$ cat src/design/flash_link_pkg.sv
// Purpose: Shared constants for the serial flash bank/map-detect link
// Assumes: One system clock; the host derives the serial clock from it
// Notes: Opcodes, field positions, reset values and discovery bytes
package flash_link_pkg;

    // ----------------------------------------
    // Instruction codes
    // ----------------------------------------
    localparam logic [7:0] OP_WRSR = 8'h01;
    localparam logic [7:0] OP_READ = 8'h03;
    localparam logic [7:0] OP_WRDI = 8'h04;
    localparam logic [7:0] OP_RDSR1 = 8'h05;
    localparam logic [7:0] OP_WREN = 8'h06;
    localparam logic [7:0] OP_RDSR2 = 8'h07;
    localparam logic [7:0] OP_READ4 = 8'h13;
    localparam logic [7:0] OP_BANK_RD = 8'h16;
    localparam logic [7:0] OP_BANK_WR = 8'h17;
    localparam logic [7:0] OP_DISC = 8'h5a;
    localparam logic [7:0] OP_SOFT_RST = 8'hf0;

    // ----------------------------------------
    // Device register layout
    // ----------------------------------------
    localparam logic [7:0] BANK_RESET = 8'h00;
    localparam int BANK_EXT_BIT = 7;
    localparam int SR1_NV_W = 6;
    localparam logic [5:0] SR1_NV_RESET = 6'h00;
    localparam logic [7:0] SMAP_MASK = 8'h80;
    localparam logic [2:0] ADDR_BYTES3 = 3'h3;
    localparam logic [2:0] ADDR_BYTES4 = 3'h4;

    // ----------------------------------------
    // Host command port map and timing
    // ----------------------------------------
    localparam int REG_AW = 5;
    localparam logic [4:0] REG_CTRL = 5'h00;
    localparam logic [4:0] REG_WDATA = 5'h04;
    localparam logic [4:0] REG_RDATA = 5'h08;
    localparam logic [4:0] REG_STATUS = 5'h0c;
    localparam logic [4:0] REG_ADDR = 5'h10;
    localparam int CTRL_LEN_LSB = 8;
    localparam int HALF_DEFAULT = 8;

    // ----------------------------------------
    // Discovery data
    // ----------------------------------------
    function automatic logic [7:0] disc_byte(input logic [7:0] off);
        case (off)
            8'h3c: disc_byte = 8'hf0;
            8'h3d: disc_byte = 8'h28;
            8'h3e: disc_byte = 8'hfa;
            8'h3f: disc_byte = 8'ha8;
            8'h40: disc_byte = 8'hfc;
            8'h41: disc_byte = 8'h07;
            8'h42: disc_byte = 8'h30;
            8'h43: disc_byte = 8'h80;
            default: disc_byte = 8'hff;
        endcase
    endfunction

endpackage

$ cat src/design/spi_link_if.sv
// Purpose: Serial link between flash host and flash device
// Assumes: Host drives clock, select and data out; device drives data back
// Notes: Returned line idles high whenever the device does not drive it
`timescale 1ns/100ps
`default_nettype none
interface spi_link_if;
    logic sck;
    logic cs_n;
    logic mosi;
    logic miso_o;
    logic miso_oe;
    logic miso;

    assign miso = miso_oe ? miso_o : 1'b1;

    modport host (
        output sck,
        output cs_n,
        output mosi,
        input miso
    );

    modport flash (
        input sck,
        input cs_n,
        input mosi,
        output miso_o,
        output miso_oe
    );
endinterface
`default_nettype wire

$ cat src/design/flash_bank_device.sv
// Purpose: Flash command front end for bank select, status and map detect
// Assumes: Serial clock sampled by sys_clk, half period of 4+ cycles
// Notes: Array contents come from the user side through mem_addr/mem_rdata
// Behaviour
// Bank bit 7 enables four-byte addressing
// 16h reads bank, 17h writes one byte
// Three-byte addresses use bank upper bits
// 13h read always takes four address bytes
// Resets and power cycle leave four-byte mode
// Status 1 mixes volatile and nonvolatile bits
// Status 1 write needs prior 06h
// 07h returns status register 2
// 07h has no address, zero latency
// Host masks status 2 with 80h
// First descriptor: command type, not last
// Descriptor bytes FCh 07h 30h 80h at 40h
// Dword 16 bytes F0h 28h FAh A8h
// Bit 7 set: four address bytes follow
//
// The placing of the registers and the plain strobed port were chosen for this implementation.
`timescale 1ns/100ps
`default_nettype none
module flash_bank_device #(
    parameter logic ERASE_OPT = 1'b0
) (
    input wire logic sys_clk,
    input wire logic rstn,
    spi_link_if.flash link,
    input wire logic [7:0] mem_rdata,
    output logic [31:0] mem_addr,
    output logic mem_rd,
    output logic four_byte_mode,
    output logic [7:0] bank_value,
    output logic [flash_link_pkg::SR1_NV_W-1:0] sr1_nv
);
    import flash_link_pkg::*;

    typedef enum logic [2:0] {ST_OPC, ST_ADDR, ST_DUMMY, ST_WRITE, ST_READ, ST_SKIP} dev_state_t;

    logic sck_s1_q, sck_s2_q, sck_s3_q;
    logic cs_n_s1_q, cs_n_s2_q;
    logic mosi_s1_q, mosi_s2_q;
    logic [2:0] bit_q;
    logic [6:0] rx_q;
    dev_state_t state_q;
    logic [7:0] cmd_q;
    logic [2:0] cnt_q;
    logic [23:0] addr_q;
    logic [7:0] bank_q;
    logic wel_q;
    logic [5:0] sr1_nv_q;
    logic [31:0] mem_addr_q;
    logic mem_rd_q;
    logic load_q;
    logic [7:0] tx_q;
    logic miso_q;
    logic miso_oe_q;
    logic rise;
    logic fall;
    logic byte_done;
    logic [7:0] rx_byte;
    logic [31:0] eff_addr;
    logic [7:0] resp;

    // ----------------------------------------
    // Pin synchronisers
    // ----------------------------------------
    always_ff @(posedge sys_clk or negedge rstn)
    begin
        if (!rstn)
        begin
            sck_s1_q <= 1'b0;
            sck_s2_q <= 1'b0;
            sck_s3_q <= 1'b0;
            cs_n_s1_q <= 1'b1;
            cs_n_s2_q <= 1'b1;
            mosi_s1_q <= 1'b0;
            mosi_s2_q <= 1'b0;
        end
        else
        begin
            sck_s1_q <= link.sck;
            sck_s2_q <= sck_s1_q;
            sck_s3_q <= sck_s2_q;
            cs_n_s1_q <= link.cs_n;
            cs_n_s2_q <= cs_n_s1_q;
            mosi_s1_q <= link.mosi;
            mosi_s2_q <= mosi_s1_q;
        end
    end

    assign rise = sck_s2_q & ~sck_s3_q & ~cs_n_s2_q;
    assign fall = ~sck_s2_q & sck_s3_q & ~cs_n_s2_q;
    assign byte_done = rise & (bit_q == 3'h7);
    assign rx_byte = {rx_q, mosi_s2_q};

    // ----------------------------------------
    // Bit shifter
    // ----------------------------------------
    always_ff @(posedge sys_clk or negedge rstn)
    begin
        if (!rstn)
        begin
            bit_q <= 3'h0;
            rx_q <= 7'h00;
        end
        else if (cs_n_s2_q)
        begin
            bit_q <= 3'h0;
        end
        else if (rise)
        begin
            bit_q <= bit_q + 3'h1;
            rx_q <= rx_byte[6:0];
        end
    end

    // ----------------------------------------
    // Command sequencer
    // ----------------------------------------
    always_ff @(posedge sys_clk or negedge rstn)
    begin
        if (!rstn)
        begin
            state_q <= ST_OPC;
            cmd_q <= 8'h00;
            cnt_q <= 3'h0;
            addr_q <= 24'h000000;
        end
        else if (cs_n_s2_q)
        begin
            state_q <= ST_OPC;
        end
        else if (byte_done)
        begin
            case (state_q)
                ST_OPC:
                begin
                    cmd_q <= rx_byte;
                    case (rx_byte)
                        OP_READ:
                        begin
                            state_q <= ST_ADDR;
                            // Mode picks width
                            cnt_q <= bank_q[BANK_EXT_BIT] ? ADDR_BYTES4 : ADDR_BYTES3;
                        end
                        OP_READ4:
                        begin
                            state_q <= ST_ADDR;
                            // Always four bytes
                            cnt_q <= ADDR_BYTES4;
                        end
                        OP_DISC:
                        begin
                            state_q <= ST_ADDR;
                            cnt_q <= ADDR_BYTES3;
                        end
                        // No address, no wait
                        OP_BANK_RD, OP_RDSR1, OP_RDSR2: state_q <= ST_READ;
                        OP_BANK_WR: state_q <= ST_WRITE;
                        // Refused without enable
                        OP_WRSR: state_q <= wel_q ? ST_WRITE : ST_SKIP;
                        default: state_q <= ST_SKIP;
                    endcase
                end
                ST_ADDR:
                begin
                    addr_q <= {addr_q[15:0], rx_byte};
                    cnt_q <= cnt_q - 3'h1;
                    if (cnt_q == 3'h1)
                    begin
                        state_q <= (cmd_q == OP_DISC) ? ST_DUMMY : ST_READ;
                    end
                end
                ST_DUMMY: state_q <= ST_READ;
                // Exactly one data byte
                ST_WRITE: state_q <= ST_SKIP;
                default: state_q <= state_q;
            endcase
        end
    end

    // ----------------------------------------
    // Bank, enable latch and status 1
    // ----------------------------------------
    // Hardware reset and power-up clear
    always_ff @(posedge sys_clk or negedge rstn)
    begin
        if (!rstn)
        begin
            bank_q <= BANK_RESET;
        end
        else if (byte_done && state_q == ST_OPC && rx_byte == OP_SOFT_RST)
        begin
            // Software reset clears
            bank_q <= BANK_RESET;
        end
        else if (byte_done && state_q == ST_WRITE && cmd_q == OP_BANK_WR)
        begin
            // Write takes data
            bank_q <= rx_byte;
        end
    end

    always_ff @(posedge sys_clk or negedge rstn)
    begin
        if (!rstn)
        begin
            wel_q <= 1'b0;
        end
        else if (byte_done && state_q == ST_OPC)
        begin
            // Enable latch set
            if (rx_byte == OP_WREN)
            begin
                wel_q <= 1'b1;
            end
            else if (rx_byte == OP_WRDI || rx_byte == OP_SOFT_RST)
            begin
                wel_q <= 1'b0;
            end
        end
        else if (byte_done && state_q == ST_WRITE && cmd_q == OP_WRSR)
        begin
            wel_q <= 1'b0;
        end
    end

    // Only a real array would keep these across power loss
    // Nonvolatile part of status 1
    always_ff @(posedge sys_clk or negedge rstn)
    begin
        if (!rstn)
        begin
            sr1_nv_q <= SR1_NV_RESET;
        end
        else if (byte_done && state_q == ST_WRITE && cmd_q == OP_WRSR)
        begin
            sr1_nv_q <= rx_byte[7:2];
        end
    end

    // ----------------------------------------
    // Address translation and array pointer
    // ----------------------------------------
    always_comb
    begin
        if (cmd_q == OP_DISC)
        begin
            eff_addr = {8'h00, addr_q[15:0], rx_byte};
        end
        else if (cmd_q == OP_READ4 || bank_q[BANK_EXT_BIT])
        begin
            // Bank bits ignored
            eff_addr = {addr_q, rx_byte};
        end
        else
        begin
            // Bank picks segment
            eff_addr = {1'b0, bank_q[6:0], addr_q[15:0], rx_byte};
        end
    end

    always_ff @(posedge sys_clk or negedge rstn)
    begin
        if (!rstn)
        begin
            mem_addr_q <= 32'h00000000;
        end
        else if (byte_done && state_q == ST_ADDR && cnt_q == 3'h1)
        begin
            mem_addr_q <= eff_addr;
        end
        else if (byte_done && state_q == ST_READ)
        begin
            mem_addr_q <= mem_addr_q + 32'h00000001;
        end
    end

    // ----------------------------------------
    // Response path
    // ----------------------------------------
    always_comb
    begin
        case (cmd_q)
            OP_BANK_RD: resp = bank_q;
            OP_RDSR1: resp = {sr1_nv_q, wel_q, 1'b0};
            // Map detect returns status 2
            OP_RDSR2: resp = {ERASE_OPT, 7'h00};
            // Descriptor bytes from table
            // FCh: command type, more follow
            // Dword 16 from table
            OP_DISC: resp = disc_byte(mem_addr_q[7:0]);
            default: resp = mem_rdata;
        endcase
    end

    // Load one cycle late so the pointer has settled
    always_ff @(posedge sys_clk or negedge rstn)
    begin
        if (!rstn)
        begin
            load_q <= 1'b0;
            mem_rd_q <= 1'b0;
        end
        else
        begin
            load_q <= byte_done;
            mem_rd_q <= load_q && state_q == ST_READ && (cmd_q == OP_READ || cmd_q == OP_READ4);
        end
    end

    always_ff @(posedge sys_clk or negedge rstn)
    begin
        if (!rstn)
        begin
            tx_q <= 8'h00;
            miso_q <= 1'b1;
            miso_oe_q <= 1'b0;
        end
        else if (cs_n_s2_q)
        begin
            miso_oe_q <= 1'b0;
            miso_q <= 1'b1;
        end
        else if (load_q && state_q == ST_READ)
        begin
            tx_q <= resp;
        end
        else if (fall)
        begin
            miso_q <= tx_q[7];
            tx_q <= {tx_q[6:0], 1'b0};
            miso_oe_q <= (state_q == ST_READ);
        end
    end

    assign link.miso_o = miso_q;
    assign link.miso_oe = miso_oe_q;
    assign mem_addr = mem_addr_q;
    assign mem_rd = mem_rd_q;
    assign four_byte_mode = bank_q[BANK_EXT_BIT];
    assign bank_value = bank_q;
    assign sr1_nv = sr1_nv_q;

endmodule // flash_bank_device
`default_nettype wire

$ cat src/flat_wrapper.sv
// flat-port wrapper written by rule: the top's interface ports become plain ports
module flash_bank_device_flat import flash_link_pkg::*;
#(
    parameter logic ERASE_OPT = 1'b0
)
  (sys_clk, rstn, mem_rdata, mem_addr, mem_rd, four_byte_mode, bank_value, sr1_nv, link_sck, link_cs_n, link_mosi, link_miso_o, link_miso_oe);
  spi_link_if link_i ();
  input wire logic sys_clk;
  input wire logic rstn;
  input wire logic [7:0] mem_rdata;
  output logic [31:0] mem_addr;
  output logic mem_rd;
  output logic four_byte_mode;
  output logic [7:0] bank_value;
  output logic [flash_link_pkg::SR1_NV_W-1:0] sr1_nv;
  input wire logic [$bits(link_i.sck)-1:0] link_sck;
  input wire logic [$bits(link_i.cs_n)-1:0] link_cs_n;
  input wire logic [$bits(link_i.mosi)-1:0] link_mosi;
  output wire logic [$bits(link_i.miso_o)-1:0] link_miso_o;
  output wire logic [$bits(link_i.miso_oe)-1:0] link_miso_oe;
  assign link_i.sck = link_sck;
  assign link_i.cs_n = link_cs_n;
  assign link_i.mosi = link_mosi;
  assign link_miso_o = link_i.miso_o;
  assign link_miso_oe = link_i.miso_oe;
  flash_bank_device #(.ERASE_OPT(ERASE_OPT)) u_core (.sys_clk(sys_clk), .rstn(rstn), .link(link_i), .mem_rdata(mem_rdata), .mem_addr(mem_addr), .mem_rd(mem_rd), .four_byte_mode(four_byte_mode), .bank_value(bank_value), .sr1_nv(sr1_nv));
endmodule
$ cat config.mk
export PLATFORM = sky130hd
export DESIGN_NAME = flash_bank_device_flat
export DESIGN_NICKNAME = d
export VERILOG_FILES = /design/src/design/flash_link_pkg.sv /design/src/design/spi_link_if.sv /design/src/design/flash_bank_device.sv /design/src/flat_wrapper.sv
export SDC_FILE = /design/constraint.sdc
export NUM_CORES = 1
export LEC_CHECK = 0
export ABC_AREA = 1
export BUFFER_PORTS_ARGS = -buffer_cell sky130_fd_sc_hd__buf_4
export CAP_MARGIN = 0
export CORE_UTILIZATION = 30
export CTS_BUF_LIST = sky130_fd_sc_hd__clkbuf_2
export DETAILED_ROUTE_END_ITERATION = 7
export PLACE_DENSITY = 0.48
export SLEW_MARGIN = 20
export SYNTH_ARGS = -nofsm -noshare
export SYNTH_HDL_FRONTEND = slang
export SYNTH_SLANG_ARGS = --single-unit
$ cat constraint.sdc
create_clock -name sys_clk -period 5.2 [get_ports sys_clk]
set_clock_uncertainty 0.05 [all_clocks]
set_input_delay 0.26 -clock sys_clk [delete_from_list [all_inputs] [get_ports sys_clk]]
set_output_delay 0.26 -clock sys_clk [all_outputs]
set_load 0.01 [all_outputs]
==> flow_summary.json <==
{
  "status": "finished clean",
  "worst_slack_ns": 2.61,
  "final_cell_mix": "nand2_1 (264), nor2_1 (111), dfrtp_1 (111), inv_1 (79), o21ai_0 (76)",
  "reg2reg_to": "u_core.mem_addr[27]",
  "tightest_slew_ns": 0.966,
  "grt_pass1_wl_mm": 31.8,
  "critPathCaptureType": "flop",
  "syn_area_per_cell_sq_um": 7.41,
  "cts_tree": "yes",
  "yosys_register_bits": 114,
  "dp_hpwl_mm": 14.7,
  "crit_fanout": 39,
  "rrSetupSlack_ns": 2.61,
  "crit_type": "flop to flop",
  "grt_antenna_before_repair": 1,
  "rsz0062_at_grt": "false",
  "synth-edff-count": 0,
  "seq_area_frac_synth": 0.443,
  "cts_num_sinks": 114,
  "io_pins": 63,
  "fin_cells": 1238,
  "setup_viol_count_final": 0,
  "drive_gt1_frac": 0.121,
  "p_per_area_nw_per_um2": 227,
  "initial_core_util": 0.306,
  "track_usage": 0.189,
  "vias": 5944,
  "synthArstFlopShare": 1.00,
  "dp_slack_ns": 2.61,
  "drtIter0Drc": 432,
  "r2r_start": "u_core.bit_q[0]",
  "grt_overflow": 0,
  "dr.pass1.iters": 5,
  "cap_violations": 0,
  "cts-root-buf": "clkbuf_2",
  "io_buffers": 62,
  "syn_nets": 892,
  "die_w_microns": 149,
  "num_rows": 53,
  "avgViaCountPerCell": 4.80,
  "grt_max_degree": 70,
  "hp-class": "input port to async pin",
  "min_period_ns": 2.59,
  "dp.cells": 1190,
  "final_common_cell": "nand2_1",
  "hold_violations": 0,
  "postSynthCellCount": 871,
  "numCtsBuffers": 17,
  "ant_nets": 0,
  "insertion_delay_ns": 0.69,
  "worstSetupStartpointType": "flop",
  "grt_pass1_vias": 5598,
  "clockBufferDepth": 2,
  "synth_cell_types": 50,
  "finalCritPeriodShare": 0.498,
  "path_clk_slew_ns": 0.20,
  "yosysWarnings": 0,
  "wirelength_mm": 20.0,
  "cp.arrival_ns": 3.11,
  "drc": 0,
  "wl_per_cell_microns": 16.2,
  "max_freq_ghz": 0.386,
  "area_delta_synth_final_pct": 16.2,
  "cts_resized": 0,
  "ir_drop_mv": 0.152,
  "cts_max_level": 4,
  "finalNetCount": 967,
  "netlist_area_sq_um": 6450,
  "die_h_microns": 149,
  "finalSetupTns_ns": 0,
  "leakagePower_nw": 3.54,
  "gp_congestion": 0.833,
  "reg2reg_depth": 9,
  "required_ns": 5.72,
  "max_slew_margin": 0.354,
  "die_area_sq_um": 22100,
  "ys.flop_type": "dfrtp_1",
  "drv_slew": 0,
  "core-area_sq_um": 21100
}
==> how the worst max path moves through the flow <==
stage               depth (start not counted)  slack, ns             from                  end
finish                                      9       2.61  u_core.bit_q[0]  u_core.mem_addr[27]
global placement                            9       2.68  u_core.bit_q[0]  u_core.mem_addr[31]
floorplan                                   8       3.39  u_core.bit_q[0]  u_core.mem_addr[16]
detailed placement                          9       2.61  u_core.bit_q[0]  u_core.mem_addr[26]
CTS                                         9       2.57  u_core.bit_q[0]  u_core.mem_addr[27]
global route                                9       2.33  u_core.bit_q[0]  u_core.mem_addr[27]
==> cells by family after synthesis <==
logic type | synth area share
AO/OA/AOI/OAI | 0.136
XOR/XNOR | 0.0190
adder cells (fa/ha/maj) | 0.0155
buffers and inverters | 0.0731
flip-flops | 0.443
multiplexers | 0.00174
AND/OR/NAND/NOR | 0.312
==> stage by stage <==
step | power (W) | cell area, sq um | util | hold WS [ns]
finish | 0.00170 | 7500 | 0.356 | 0.0770
global route | 0.00178 | 7500 | 0.356 | 0.0484
CTS | 0.00172 | 7490 | 0.355 | 0.0241
detailed placement | 0.00110 | 7140 | 0.338 | 0.282
global placement | 0.00110 | 7140 | 0.338 | 0.285
floorplan | 0.00103 | 6450 | - | -0.0856
==> area by class of cell <==
| cell class | instances | area (sq um) |
|---|---|---|
| Fill cell | 2302 | 13600 |
| Multi-Input combinational cell | 651 | 3130 |
| Sequential cell | 114 | 2860 |
| Timing Repair Buffer | 75 | 593 |
| Tap cell | 275 | 344 |
| Inverter | 87 | 337 |
| Clock inverter | 15 | 148 |
| Clock buffer | 17 | 85.1 |
| Antenna cell | 4 | 10.0 |
==> what timing repair did <==
action / 4_1_cts / 5_1_grt
endpoints found under the hold margin: 56 / 0
hold buffers: 12 / 0
setup buffers: 0 / 0
==> per-layer routing <==
metal	routed length, microns	up-vias	part of all wire	GRT usage
li1	-	3007	-	-
met3	909	19	0.045	0.0334
met4	246	0	0.012	0.0510
met1	9930	2782	0.50	0.276
met2	8940	136	0.45	0.286
met5	0	-	0	0
==> state kept, by name, indices dropped and copies added, names as in the netlist, 3 cells and up <==
register / cells
u_core.tx_q: 8
u_core.rx_q: 7
u_core.state_q: 3
u_core.mem_addr: 32
u_core.cmd_q: 8
u_core.bit_q: 3
u_core.cnt_q: 3
u_core.addr_q: 24
u_core.bank_value: 8
u_core.sr1_nv: 6
==> where the power goes <==
group	internal, W	total (W)	switching (W)
clock	0.000255	0.000609	0.000355
combinational	0.0000419	0.000143	0.000101
sequential	0.000918	0.000948	0.0000305
total	0.00121	0.00170	0.000487
==> Yosys cell counts, types with 6 or more instances <==
| cell type | n | share of area |
|---|---|---|
| nand3_1 | 48 | 0.037 |
| nor3_1 | 13 | 0.010 |
| nand2_1 | 264 | 0.15 |
| nand4_1 | 13 | 0.013 |
| inv_1 | 79 | 0.046 |
| ha_1 | 8 | 0.016 |
| xor2_1 | 9 | 0.012 |
| clkbuf_1 | 6 | 0.0035 |
| dfrtp_1 | 111 | 0.43 |
| a21oi_1 | 53 | 0.041 |
| o21ai_0 | 76 | 0.059 |
| buf_6 | 6 | 0.010 |
| nor2_1 | 111 | 0.065 |
==> worst max-delay path: stages, from the launching register on <==
cell,delay [ns]
dfrtp_1,0.40
ha_1,0.15
ha_1,0.18
nand4_4,0.26
nor2_8,0.36
nand2_4,0.36
nand2_8,0.31
inv_4,0.14
a21oi_1,0.16
a22oi_1,0.08
(Power assumes the default switching activity.)
